### src/core/usb_misc_consts.svh
`ifndef USB_MISC_CONSTS_SVH
`define USB_MISC_CONSTS_SVH
// Register offsets on the Wishbone bus, in bytes.
`define OFS_MISC_CTRL       4'h0
`define OFS_WR_DMA_EN       4'h4
`define OFS_RD_DMA_EN       4'h8
`define OFS_USB_STATUS      4'hc
// Field positions of the misc control register.
`define BIT_PHY_REG_EN      0
`define BIT_LOGIC_REG_EN    1
`define BIT_CORE_RST_REL    3
`define BIT_BUS_PWR_DET     4
`define BIT_OSC_OUT_EN      5
`define BIT_PLL_EN          6
`define BIT_CLK_SRC_SEL     7
`define BIT_SNOOZE_REQ      8
`define BIT_BUS_WAIT        12
// Writable bits of the misc control register and its reset value.
`define MISC_CTRL_WMASK     16'h11fb
`define MISC_CTRL_RESET     16'h1000
`define DMA_EN_RESET        16'h0000
// Access length in bus cycles for each wait setting.
`define WAIT_LONG_CYCLES    2'h3
`define WAIT_SHORT_CYCLES   2'h1
`endif

### src/core/usb_misc_pkg.sv
`default_nettype none
package usb_misc_pkg;
	typedef struct packed {
		logic phy_regulator_enable;
		logic logic_regulator_enable;
		logic oscillator_run;
		logic oscillator_output_enable;
		logic pll_enable;
		logic clock_source_select;
		logic core_reset_n;
		logic bus_power_detected;
		logic snooze_request;
	} power_ctrl_s;

	typedef struct packed {
		logic [15:0] write_req;
		logic [15:0] read_req;
	} dma_req_s;

	typedef enum logic [1:0] {
		WAIT_IDLE,
		WAIT_COUNT,
		WAIT_ACK
	} bus_state_e;
endpackage : usb_misc_pkg
`default_nettype wire

### src/core/usb_power_clock_dma_ctrl.sv
// Overview of operation
// - Snooze request bit enters or leaves snooze.
// - Snooze bit drives internal snooze signal directly.
// - Clock select: 1 oscillator, 0 PLL.
// - PLL enable runs twelve-to-48 MHz multiplier.
// - No USB clock until reset released.
// - Bus-power bit opens controller communication.
// - Without bus power, USB reads return zero, except the misc control register.
// - Reset release bit, zero holds core reset.
// - Logic regulator enable switches 1.8 V regulator.
// - Logic regulator also starts selected oscillator.
// - PHY regulator enable switches 3.3 V regulator.
// - Write DMA enables request on free space.
// - Read DMA enables request on valid data.
// - Unimplemented DMA channel enables do nothing.
// - Bus wait bit: three or one cycles.
`include "usb_misc_consts.svh"
`default_nettype none
module usb_power_clock_dma_ctrl #(
	parameter int DMA_CHANNELS = 16
) (
	// Clock and reset
	input  wire logic                      clk_i,
	input  wire logic                      rst_i,
	// Wishbone slave
	input  wire logic                      cyc_i,
	input  wire logic                      stb_i,
	input  wire logic                      we_i,
	input  wire logic [3:0]                adr_i,
	input  wire logic [3:0]                sel_i,
	input  wire logic [31:0]               dat_i,
	output logic      [31:0]               dat_o,
	output logic                           ack_o,
	// Bus-power monitor pin and FIFO levels
	input  wire logic                      bus_power_monitor_port_i,
	input  wire logic [6:0]                fifo_free_space_count_i,
	input  wire logic [6:0]                fifo_valid_data_count_i,
	// USB core controls and DMA requests
	output usb_misc_pkg::power_ctrl_s      power_ctrl_o,
	output usb_misc_pkg::dma_req_s         dma_req_o
);
	import usb_misc_pkg::*;

	logic [15:0] misc_reg;
	logic [15:0] wr_en_reg;
	logic [15:0] rd_en_reg;
	logic [2:0]  mon_sync_reg;
	logic        mon_level_reg;
	bus_state_e  state_reg;
	logic [1:0]  wait_cnt_reg;
	logic [31:0] rdata_reg;

	// Pin synchroniser: the level changes only when stages two and three agree.
	always_ff @(posedge clk_i) begin
		if (rst_i) begin
			mon_sync_reg  <= 3'h0;
			mon_level_reg <= 1'b0;
		end else begin
			mon_sync_reg <= {mon_sync_reg[1:0], bus_power_monitor_port_i};
			if (mon_sync_reg[1] == mon_sync_reg[2]) begin
				mon_level_reg <= mon_sync_reg[2];
			end
		end
	end

	wire bus_req    = cyc_i & stb_i;
	wire hit_misc   = adr_i == `OFS_MISC_CTRL;
	wire hit_wr     = adr_i == `OFS_WR_DMA_EN;
	wire hit_rd     = adr_i == `OFS_RD_DMA_EN;
	wire hit_status = adr_i == `OFS_USB_STATUS;
	wire bus_power  = misc_reg[`BIT_BUS_PWR_DET];

	// Access length follows the wait bit; the long setting adds wait states.
	wire [1:0] access_len = misc_reg[`BIT_BUS_WAIT] ? `WAIT_LONG_CYCLES
	                                                : `WAIT_SHORT_CYCLES;
	// A write lands at the edge where the master samples ack high, not one edge earlier.
	wire       do_write   = ack_o & bus_req & we_i;

	wire [15:0] lane_mask = {{8{sel_i[1]}}, {8{sel_i[0]}}};
	wire [15:0] misc_wmask = lane_mask & `MISC_CTRL_WMASK;

	// Other USB registers are masked to zero while bus power is absent.
	wire [15:0] rd_misc   = misc_reg;
	wire [15:0] rd_wr     = bus_power ? wr_en_reg : 16'h0000;
	wire [15:0] rd_rd     = bus_power ? rd_en_reg : 16'h0000;
	wire [15:0] rd_status = bus_power ? {15'h0000, mon_level_reg} : 16'h0000;
	wire [15:0] rd_word   = hit_misc ? rd_misc :
	                        hit_wr ? rd_wr :
	                        hit_rd ? rd_rd :
	                        hit_status ? rd_status : 16'h0000;

	always_ff @(posedge clk_i) begin
		if (rst_i) begin
			state_reg    <= WAIT_IDLE;
			wait_cnt_reg <= 2'h0;
			ack_o        <= 1'b0;
			rdata_reg    <= 32'h0000_0000;
		end else begin
			unique case (state_reg)
				WAIT_IDLE: begin
					ack_o <= 1'b0;
					if (bus_req & ~ack_o) begin
						wait_cnt_reg <= access_len - 2'h1;
						state_reg    <= (access_len == 2'h1) ? WAIT_ACK : WAIT_COUNT;
					end
				end
				WAIT_COUNT: begin
					wait_cnt_reg <= wait_cnt_reg - 2'h1;
					if (wait_cnt_reg == 2'h1) begin
						state_reg <= WAIT_ACK;
					end
				end
				WAIT_ACK: begin
					ack_o     <= 1'b1;
					rdata_reg <= {16'h0000, rd_word};
					state_reg <= WAIT_IDLE;
				end
			endcase
		end
	end
	assign dat_o = rdata_reg;

	always_ff @(posedge clk_i) begin
		if (rst_i) begin
			misc_reg  <= `MISC_CTRL_RESET;
			wr_en_reg <= `DMA_EN_RESET;
			rd_en_reg <= `DMA_EN_RESET;
		end else if (do_write) begin
			if (hit_misc) begin
				misc_reg <= (misc_reg & ~misc_wmask) | (dat_i[15:0] & misc_wmask);
			end
			if (hit_wr) begin
				wr_en_reg <= (wr_en_reg & ~lane_mask) | (dat_i[15:0] & lane_mask);
			end
			if (hit_rd) begin
				rd_en_reg <= (rd_en_reg & ~lane_mask) | (dat_i[15:0] & lane_mask);
			end
		end
	end

	// Outputs to the USB core, registered so they never glitch.
	wire osc_selected = misc_reg[`BIT_CLK_SRC_SEL];
	always_ff @(posedge clk_i) begin
		if (rst_i) begin
			power_ctrl_o <= '0;
		end else begin
			power_ctrl_o.snooze_request           <= misc_reg[`BIT_SNOOZE_REQ];
			power_ctrl_o.clock_source_select      <= osc_selected;
			power_ctrl_o.pll_enable               <= misc_reg[`BIT_PLL_EN];
			power_ctrl_o.oscillator_output_enable <= misc_reg[`BIT_OSC_OUT_EN]
			                                         & misc_reg[`BIT_CORE_RST_REL];
			power_ctrl_o.bus_power_detected       <= bus_power;
			power_ctrl_o.core_reset_n             <= misc_reg[`BIT_CORE_RST_REL];
			power_ctrl_o.logic_regulator_enable   <= misc_reg[`BIT_LOGIC_REG_EN];
			power_ctrl_o.oscillator_run           <= misc_reg[`BIT_LOGIC_REG_EN]
			                                         & osc_selected;
			power_ctrl_o.phy_regulator_enable     <= misc_reg[`BIT_PHY_REG_EN];
		end
	end

	// Requests flow only once the core is out of reset and bus power is known.
	wire dma_active = bus_power & misc_reg[`BIT_CORE_RST_REL];

	usb_dma_request_gate #(
		.CHANNELS(DMA_CHANNELS)
	) u_write_gate (
		.clk_i           (clk_i),
		.rst_i           (rst_i),
		.enable_i        (wr_en_reg),
		.level_nonzero_i (|fifo_free_space_count_i),
		.active_i        (dma_active),
		.request_o       (dma_req_o.write_req)
	);

	usb_dma_request_gate #(
		.CHANNELS(DMA_CHANNELS)
	) u_read_gate (
		.clk_i           (clk_i),
		.rst_i           (rst_i),
		.enable_i        (rd_en_reg),
		.level_nonzero_i (|fifo_valid_data_count_i),
		.active_i        (dma_active),
		.request_o       (dma_req_o.read_req)
	);
endmodule : usb_power_clock_dma_ctrl
`default_nettype wire

### src/core/usb_dma_request_gate.sv
`include "usb_misc_consts.svh"
`default_nettype none
module usb_dma_request_gate #(
	parameter int CHANNELS = 16
) (
	// Clock and reset
	input  wire logic        clk_i,
	input  wire logic        rst_i,
	// Enables and FIFO levels
	input  wire logic [15:0] enable_i,
	input  wire logic        level_nonzero_i,
	input  wire logic        active_i,
	// Requests
	output logic      [15:0] request_o
);
	genvar ch;
	generate
		for (ch = 0; ch < 16; ch++) begin : g_ch
			if (ch < CHANNELS) begin : g_impl
				always_ff @(posedge clk_i) begin
					if (rst_i) begin
						request_o[ch] <= 1'b0;
					end else begin
						request_o[ch] <= enable_i[ch] & level_nonzero_i & active_i;
					end
				end
			end else begin : g_none
				// Missing channels never request, whatever software wrote.
				always_ff @(posedge clk_i) begin
					request_o[ch] <= 1'b0;
				end
			end
		end
	endgenerate
endmodule : usb_dma_request_gate
`default_nettype wire

### config.mk
export PLATFORM = sky130hd
export DESIGN_NAME = usb_power_clock_dma_ctrl
export DESIGN_NICKNAME = d
export VERILOG_FILES = /design/src/core/usb_misc_pkg.sv /design/src/core/usb_power_clock_dma_ctrl.sv /design/src/core/usb_dma_request_gate.sv
export VERILOG_INCLUDE_DIRS = /design/src /design/src/core
export SDC_FILE = /design/constraint.sdc
export NUM_CORES = 1
export LEC_CHECK = 0
export ABC_AREA = 0
export BUFFER_PORTS_ARGS = -buffer_cell sky130_fd_sc_hd__buf_2
export CAP_MARGIN = 20
export CORE_MARGIN = 4
export CORE_UTILIZATION = 54
export DETAILED_ROUTE_END_ITERATION = 12
export PLACE_DENSITY_LB_ADDON = 0.05
export SLEW_MARGIN = 20
export SYNTH_ARGS = -nofsm -noshare
export SYNTH_HDL_FRONTEND = slang
export SYNTH_SLANG_ARGS = --single-unit
### constraint.sdc
create_clock -name clk_i -period 3.7 [get_ports clk_i]
set_clock_uncertainty 0.15 [all_clocks]
set_input_delay 0.185 -clock clk_i [delete_from_list [all_inputs] [get_ports clk_i]]
set_output_delay 0.185 -clock clk_i [all_outputs]
set_load 0.02 [all_outputs]
# Yosys cells after proc, flatten, opt, wreduce, memory -nomap -nowiden
# Cells that the tools add are included.
# op_classes
mux	15
eq_ne	10
n_bitwise	82
reduce_logical	11
add_sub_neg	2
# op_table
cell	n
$mux 16	5
$and 1x1->1	71
$and 16x16->16	4
$or 16x16->16	3
$and 16x13->16	1
$not 13->16	1
$not 16->16	1
$reduce_or 7->1	2
$mux 2	5
$reduce_and 2->1	5
$eq 4x4->1 const B	2
$eq 2x1->1 const B	3
$pmux 2 s3	1
$eq 4x3->1 const B	1
$logic_not 4->1	1
$ne 2x2->1 const B	2
$pmux 2 s2	1
$reduce_bool 2->1	2
$sub 2x1->2 const B	2
$eq 2x2->1 const B	1
$logic_not 2->1	1
$mux 1	2
$pmux 1 s2	1
$eq 1x1->1	1
$not 1->1	1
# word_totals
inputBits	60
wordCells	170
register_bits	114
out_inout_bits	74

# Depth between registers and ports, before layout
# Gate-level depths: netlist of run 1.
# logic_depth
ltp_word	5
mapped_depth	7
ltp_nobuf	6

# Hierarchy
# From an unflattened synthesis of run 1, not the netlist that was laid out.
# hier_totals
hier_cells	420
area_unflattened_um2	4369.2
# by_module_without_submodules
mod	cells_each	n_inst	seq_area_each_um2	area_each_um2
usb_power_clock_dma_ctrl	350	1	1501.4	3345.7
usb_dma_request_gate	35	2	320.3	511.7

# Worst setup path after synthesis of run 1
# Ideal clock, no wire load.
# synth_timing
kind	reg2reg
start	reg ack_o
end	reg (tool-made name)
slack_ps	2000
stages_incl_launch_ff	6
t_arrival_ps	1423
t_required_ps	3422
setup_time_ps	128
path_cell_list	dfxtp_1 -> and4_1 -> buf_2 -> nand4_2 -> mux2i_1 -> nor2_1
# synth_lines
item	line_no	source
from (decl)	usb_power_clock_dma_ctrl.sv:33	output logic ack_o,
from (signal assigned)	usb_power_clock_dma_ctrl.sv:96	ack_o <= 1'b0;
from (signal assigned)	usb_power_clock_dma_ctrl.sv:101	ack_o <= 1'b0;
from (signal assigned)	usb_power_clock_dma_ctrl.sv:114	ack_o <= 1'b1;

# Final worst setup path of run 1
# layout_timing
start	reg state_reg[0]
end	reg rdata_reg[4], in the netlist dat_o[4]
# layout_via
elab_chain_cells	1
# layout_rtl
item	line_no	source
from (decl)	usb_power_clock_dma_ctrl.sv:49	bus_state_e state_reg;
from (signal assigned)	usb_power_clock_dma_ctrl.sv:104	state_reg <= (access_len == 2'h1) ? WAIT_ACK : WAIT_COUNT;
$eq 2x2->1	usb_power_clock_dma_ctrl.sv:99	unique case (state_reg)
to (signal assigned)	usb_power_clock_dma_ctrl.sv:115	rdata_reg <= {16'h0000, rd_word};
to (decl)	usb_power_clock_dma_ctrl.sv:51	logic [31:0] rdata_reg;
# Every way passes these cells.
# A chain may end at the register's enable or synchronous reset.

==> results of run 1 <==
==> per-layer routing <==
metal / vias up / routed length [µm] / part of all wire, % / global-route usage [%]
met5: - / 0 / 0 / 0
met4: 0 / 115 / 1.3 / 7.93
met3: 9 / 483 / 5.3 / 3.75
met2: 81 / 4100 / 45 / 32.5
met1: 1446 / 4380 / 48 / 30.0
li1: 1531 / - / - / -
==> critical path, cell delays in order, from the launching register on <==
cell and delay (ns):
dfxtp_1 0.33, inv_1 0.08, ha_1 0.84, o2111ai_1 0.28
a21oi_1 0.24
==> cell families (layout without fill, tap and decap cells) <==
| kind of cell | after synthesis | after routing | synth area share, % |
|---|---|---|---|
| buf+inv | 43 | 145 | 6.15 |
| flops | 107 | 107 | 52.6 |
| compound gates | 49 | 49 | 8.64 |
| simple gates | 147 | 147 | 20.4 |
| mux | 44 | 44 | 10.9 |
| other cells | 1 | 16 | 0.0922 |
| fa+ha+maj | 4 | 4 | 1.23 |
==> worst min-delay path by stage <==
stage,from,endpoint,slack (ns),cells past startpoint
2_1_floorplan,rst_i,power_ctrl_o[2],0.13,1
3_3_place_gp,rst_i,power_ctrl_o[2],0.24,2
3_5_place_dp,rst_i,power_ctrl_o[2],0.24,2
4_1_cts,adr_i[0],dat_o[0],0.08,4
5_1_grt,adr_i[0],dat_o[6],0.12,4
6_report,adr_i[0],dat_o[0],0.10,4
==> per-stage QoR <==
step	util [%]	setup slack, ns	area (µm²)	std cells
after floorplan	-	2.00	4130	410
after global placement	62.4	1.66	4550	576
after detailed placement	62.4	1.64	4550	576
after CTS	67.7	1.69	4940	611
after global routing	67.7	1.53	4940	611
final	67.7	1.71	4940	611
==> area by class of cell <==
class / instances / area [µm²]
flip-flops and latches: 107 / 2140
clock inverters: 7 / 75.1
clock buffers: 9 / 124
multi-input cells: 260 / 1730
fillers: 631 / 2350
repair buffers: 122 / 716
well taps: 99 / 124
inverters: 7 / 26.3
==> power breakdown <==
part / leakage, nW / internal, mW / switching, mW
clock: 0.104 / 0.318 / 0.389
sequential: 0.863 / 1.19 / 0.0193
combinational: 1.47 / 0.123 / 0.184
==> cell usage in the layout, fill, tap and decap left out, drive strengths merged <==
master,instances
inv,9
o22ai,1
and2b,1
nor2b,14
o2111ai,2
a22o,15
nor2,52
a22oi,1
buf,103
mux2,2
bufinv,1
nand4,4
nand3b,1
nand3,9
o21ai,2
and4,1
nor3b,1
o21a,1
dlygate4sd3,19
clkbuf,9
a31oi,1
conb,16
a21oi,16
and2,34
a311oi,6
mux2i,42
nor4,3
ha,4
clkinv,4
a2bb2oi,1
nand2,14
nand2b,10
dfxtp,107
a211oi,3
nor3,3
==> metrics.txt, run 1 <==
status=finished clean; Synth Cell Area=4070 µm²; TritonCTS clock tree=done; total negative setup slack=0 ns; DRC Markers=0; Initial Util=a little under three fifths; critical path capture point=dat_o[4]; Netlist cell types=40; CP arrival=~2.1 ns; fin. max-slew vios=0; Num CTS Buffers=9; largest net degree at the start of global routing=75; crit path launch type=register; CTS H-Tree Depth=3; sequential share of the synthesized area=52.6%; total power=between 2 and 2.5 mW; die area=8990 µm²; Post-DP HPWL=between 6000 and 7000 µm; Iteration-0 DRC Markers=about 110; asr flop ratio synth=0%; fmax=502 MHz; Slew headroom=31.8%; FF+latch count, synth=between 100 and 150; fin nets=~570; Die Y=approximately 95 µm; grt total ovfl=0; r2r startpoint=state_reg[0]; WL/cell=around 15 µm; Vias/cell=around 5; most common cell in the netlist=dfxtp_1; Critical Path Start=state_reg[0]; setup bufs post-CTS=0; max cap viols=0; TritonCTS Sinks=107; Pleak=between 2 and 2.5 nW; WHS=~0.10 ns; gr usage total=a little over a fifth; routability cong.=roughly 0.76; number of inserted diodes=0; Die W=94.8 µm; router iterations before antenna repair=4; std cell rows=31; vias in the first global route=2933; crit path kind=reg2reg; DR vias=about 3000; area grow syn2layout=21.4%; Hold Crit Class=in2reg; io pins=~130; maximum vdd drop=approximately 0.0003 V; predominant post-synthesis flop cell=dfxtp_1; area leader, netlist=dfxtp_1; DRT antenna net count=0; clk slew on worst S/H paths=roughly 0.090 ns; Core ar.=roughly 7300 µm²; RR Endpoint=dat_o[4]; top cells by count, synth=107 x dfxtp_1, 51 x nor2_1, 42 x mux2i_1, 34 x and2_1, 19 x buf_4; Worst EP required=3.83 ns; Register-to-Register Path Depth=4; number of synthesized flops with an enable pin=0; clk root buf=clkbuf_8; Clock Latency Late Sink=0.36 ns; final setup violation count=0; Critical Path Sink Type=register; Synth Instances=a little under 400; Port Buffers=99; average cell area after synthesis=approximately 10 µm²; initial antenna violation count=0; CTS max path bufs=2; share of cells above drive strength 1=~26%; critical path peak fanout=34; Area contributors post-synth=dfxtp_1 53%, mux2i_1 10%, and2_1 5.2%; final worst-path cycle share=between 50% and 60%; PostCTS Resize Cnt=0; RSZ-0062 raised after global routing=false; CTS Hold Bufs=19; share of the synthesized area in the top cell type=between 50% and 60%; pwr dens=449 nW/µm²; first-pass GRT wire length=~15000 µm; final hold vios=0; FF-to-FF setup slack=between 1.5 and 2 ns; Ys Warns=0; crit path time final=roughly 2.0 ns; worst slew pin tran=just over 1 ns; final WL=~9000 µm
No activity file was read; power rests on OpenSTA's default activity.
==> run 2, diff against run 1 <==
CORE_UTILIZATION = 50   (was 54)
clock period = 2.05 ns   (was 3.7 ns; I/O delays follow)
==> run 2 against run 1 <==
Utilization down 2.9 points. Sequential share of layout area down 1.1 points. Count of clock-buffer cells in the layout unchanged. Largest cell class unchanged.
==> metrics.txt, run 2 (same netlist as run 1, synthesis figures left out) <==
status=finished clean; TritonCTS Sinks=~110; DRC Markers=0; clk root buf=clkbuf_8; Pleak=between 2 and 3 nW; fin. max-slew vios=0; Vias/cell=around 5.0; Critical Path Sink Type=register; Psw=~1.1 mW; final setup violation count=0; Reg power frac=between 50% and 60%; number of inserted diodes=0; grt peak-use layer=met2; most frequent cells in the layout=107 x dfxtp_1, 99 x buf_2, 51 x nor2_1; area grow syn2layout=24.4%; final hold vios=0; fin util=about two thirds; fin nets=580; Sw Share=roughly a quarter; DRT antenna net count=0; grt met2 use=~30%; CP arrival=approximately 1.9 ns; CTS max path bufs=2; vias in the first global route=slightly below 3000; Die Y=between 90 and 100 µm; first-pass GRT wire length=~15000 µm; maximum vdd drop=around 0.00040 V; grt total ovfl=0; internal power=3.20 mW; Initial Util=a little over half; final worst-path cycle share=between 80% and 90%; CTS H-Tree Depth=3; crit path launch type=register; Core ar.=a little under 8000 µm²; router iterations before antenna repair=4; worst hold path depth=4; worst slew pin tran=roughly 0.6 ns; final WL=just over 9000 µm; RSZ-0062 raised after global routing=false; Slew headroom=roughly three fifths; gr usage total=19.7%; crit path time final=roughly 1.8 ns; DR vias=around 3100; setup bufs post-CTS=0; Worst EP required=2.14 ns; initial antenna violation count=0; clock share of power=a little over a third; std cell rows=32; Die W=around 98 µm; Clock Latency Late Sink=roughly 0.36 ns; Post-DP HPWL=~6500 µm; commonest non-fill, non-tap cell in the layout=dfxtp_1; Iteration-0 DRC Markers=147; Hold Crit Class=in2reg; largest net degree at the start of global routing=43; GR Util met3=between 4 and 5%; fmax=about 540 MHz; combinational power share=between 10% and 20%; routability cong.=between 0.7 and 0.8; Port Buffers=99; Num CTS Buffers=9; crit path kind=reg2reg; WL/cell=between 15 and 20 µm; io pins=between 100 and 150; share of cells above drive strength 1=between 20% and 30%; total negative setup slack=0 ns; die area=roughly 9600 µm²; TritonCTS clock tree=done; pwr dens=between 800 and 900 nW/µm²; max cap viols=0; Register-to-Register Path Depth=4; critical path peak fanout=8; clk slew on worst S/H paths=roughly 0.10 ns; GR met1 Demand/Resource=between 20 and 30%; Fillers=~690
-- run 2: cell count changes in the layout (fill, tap and decap cells not counted) --
cell	previous run	this run
clkinv_2	2	1
bufinv_16	1	3
clkinv_4	2	1
buf_4	4	11
dlygate4sd3_1	19	21
-- run 2: layout make-up --
type	instances	area [µm²]	area share, %
clock buffer	9	124	2.45
clock inverter	7	121	2.40
inverter	7	26.3	0.519
multi-input combinational	260	1730	34.2
sequential	107	2140	42.3
tap	102	128	2.52
timing repair buffer	131	788	15.6
-- run 2: worst max-delay path: stages (launching register included) --
cell and delay, ns:
dfxtp_1 0.36, and4_1 0.46, nand4_2 0.42, mux2i_1 0.28, nor2_1 0.06
-- run 2: path summary, 6_finish.rpt --
path                                 startpoint         endpoint  slack, ns
worst max-delay path                      ack_o         register       0.21
worst max register to register            ack_o         register       0.21
worst min register to register  mon_sync_reg[0]  mon_sync_reg[1]       0.32
worst min-delay path                   adr_i[3]         dat_o[5]       0.04
-- run 2: metal layers --
layer | wire [µm] | up-vias
li1 | - | 1542
met1 | 4470 | 1468
met2 | 4160 | 93
met3 | 609 | 11
met4 | 114 | 0
met5 | 0 | -
-- run 2: stage by stage --
stage / instances / power, mW / hold WS [ns] / area, µm² / worst slack, ns
2_1_floorplan: 410 / 2.63 / 0.0428 / 4130 / 0.350
3_3_place_gp: 586 / 2.75 / 0.158 / 4610 / 0.252
3_5_place_dp: 586 / 2.77 / 0.160 / 4610 / 0.229
4_1_cts: 623 / 4.33 / 0.0130 / 5060 / 0.220
5_1_grt: 623 / 4.49 / 0.0458 / 5060 / 0.0848
6_report: 623 / 4.28 / 0.0361 / 5060 / 0.210
-- run 2: timing repair --
item	CTS	global route
endpoints found under the hold margin	47	0
resized for setup	0	0
hold buffers	21	0
-- run 2: power groups by stage --
stage / clock network, mW / logic [mW] / registers [mW]
3_3_place_gp: 0 / 0.530 / 2.22
3_5_place_dp: 0 / 0.545 / 2.23
5_1_grt: 1.66 / 0.638 / 2.19
4_1_cts: 1.57 / 0.577 / 2.18
6_report: 1.53 / 0.575 / 2.18
2_1_floorplan: 0 / 0.365 / 2.26
==> run 3, diff against run 2 <==
CAP_MARGIN = 10   (was 20)
CORE_UTILIZATION = 25   (was 50)
==> run 3 against run 2 <==
Count of clock-buffer cells in the layout increased by 3. Final cell count increased by 18%. Critical path depth unchanged. Via count decreased by 1.8%. Design area increased by 4.5%. Largest power group unchanged.
==> metrics.txt, run 3 (same netlist as run 1, synthesis figures left out) <==
status=finished clean; io pins=134; WL/cell=approximately 15 µm; fin nets=approximately 580; Worst EP required=~2.1 ns; FF-to-FF setup slack=0.17 ns; Register-to-Register Path Depth=4; PostCTS Resize Cnt=0; largest net degree at the start of global routing=39; die area=18400 µm²; final worst-path cycle share=91.7%; final WL=~11000 µm; DRT antenna net count=0; area grow syn2layout=30.0%; final hold vios=0; Core ar.=between 15000 and 20000 µm²; commonest non-fill, non-tap cell in the layout=dfxtp_1; Worst Hold Launch=adr_i[0]; vias in the first global route=3047; DRC Markers=0; CTS H-Tree Depth=3; gr usage total=roughly an eighth; Num CTS Buffers=9; maximum vdd drop=0.000365 V; Iteration-0 DRC Markers=120; combinational power share=about an eighth; Hold Crit Class=in2reg; max cap viols=0; Clock Latency Late Sink=0.34 ns; clock share of power=about two fifths; grt total ovfl=0; Reg power frac=~47%; pwr dens=approximately 900 nW/µm²; fin util=about a third; Port Buffers=99; fin. max-slew vios=0; initial antenna violation count=0; number of inserted diodes=0; Die W=about 140 µm; critical path peak fanout=8; r2r startpoint=ack_o; TritonCTS clock tree=done; crit path kind=reg2reg; clk root buf=clkbuf_16; std cell rows=46; first-pass GRT wire length=around 17000 µm; router iterations before antenna repair=4; Pleak=2.54 nW; most frequent cells in the layout=107 x dfxtp_1, 99 x buf_2, 51 x nor2_1; crit path time final=1.88 ns; Psw=around 1.1 mW; TritonCTS Sinks=roughly 110; clk slew on worst S/H paths=about 0.070 ns; final setup violation count=0; Die Y=about 140 µm; CTS max path bufs=2; Slew headroom=64.6%; worst slew pin tran=0.531 ns; Post-DP HPWL=between 7000 and 8000 µm; fmax=532 MHz; total negative setup slack=0 ns; worst hold path depth=4; Critical Path Sink Type=register; Sw Share=24.6%; CP arrival=between 1.5 and 2 ns; Initial Util=about 26%; share of cells above drive strength 1=26.8%; Vias/cell=a little over 4; routability cong.=~0.74; RSZ-0062 raised after global routing=false; DR vias=~3100; internal power=around 3.5 mW; Hold EP=dat_o[3]; crit path launch type=register
==> run 3: cell types whose count changed in the layout (fill, tap and decap cells not counted) <==
| cell | previous run | this run |
|---|---|---|
| buf_4 | 11 | 14 |
| bufinv_16 | 3 | 2 |
| clkbuf_1 | 0 | 1 |
| clkbuf_16 | 0 | 9 |
| clkbuf_8 | 9 | 2 |
| clkinv_4 | 1 | 0 |
| clkinvlp_4 | 0 | 1 |
| dlygate4sd3_1 | 21 | 19 |
| inv_6 | 2 | 0 |
==> run 3: timing repair <==
| item | in CTS | in global routing |
|---|---|---|
| endpoints found under the hold margin | 44 | 0 |
| setup buffers | 0 | 0 |
| hold buffers | 19 | 0 |
==> run 3: worst max-delay path by stage <==
stage | from | end | slack (ns)
floorplan | ack_o | register | 0.35
global placement | ack_o | register | 0.18
detailed placement | ack_o | register | 0.17
CTS | ack_o | register | 0.15
global route | ack_o | register | 0.002
finish | ack_o | register | 0.17
==> run 3: layout make-up <==
cell class	instances	area, µm²
fillers	1656	10700
flip-flops and latches	107	2140
inverters	7	26.3
clock inverters	4	72.6
clock buffers	12	256
multi-input cells	260	1730
repair buffers	132	791
well taps	216	270
==> run 3: power groups by stage <==
| stage | registers [mW] | clock network (mW) | logic (mW) |
|---|---|---|---|
| 2_1_floorplan | 2.26 | 0 | 0.365 |
| 3_3_place_gp | 2.23 | 0 | 0.549 |
| 3_5_place_dp | 2.23 | 0 | 0.556 |
| 4_1_cts | 2.18 | 1.98 | 0.586 |
| 5_1_grt | 2.19 | 2.05 | 0.651 |
| 6_report | 2.18 | 1.90 | 0.581 |
==> run 3: stage by stage <==
| step | power (mW) | instance area [µm²] | hold slack [ns] | setup slack (ns) | std cells |
|---|---|---|---|---|---|
| 2_1_floorplan | 2.63 | 4130 | 0.0428 | 0.350 | 410 |
| 3_3_place_gp | 2.78 | 4770 | 0.151 | 0.181 | 703 |
| 3_5_place_dp | 2.79 | 4770 | 0.152 | 0.167 | 703 |
| 4_1_cts | 4.74 | 5290 | 0.00592 | 0.149 | 738 |
| 5_1_grt | 4.89 | 5290 | 0.0354 | 0.00196 | 738 |
| 6_report | 4.66 | 5290 | 0.0251 | 0.171 | 738 |
==> run 3: layer usage <==
layer	up-vias	global-route usage, %	wire length, µm
met5	-	0	0
met4	0	5.04	184
met3	10	2.49	616
met2	93	18.3	4780
met1	1406	17.0	5370
li1	1548	-	-
==> run 3: critical path, cell delays in order, from the launching register on <==
cell and delay [ns]:
dfxtp_1 0.35, and4_1 0.48, nand4_2 0.43, mux2i_1 0.29, nor2_1 0.05
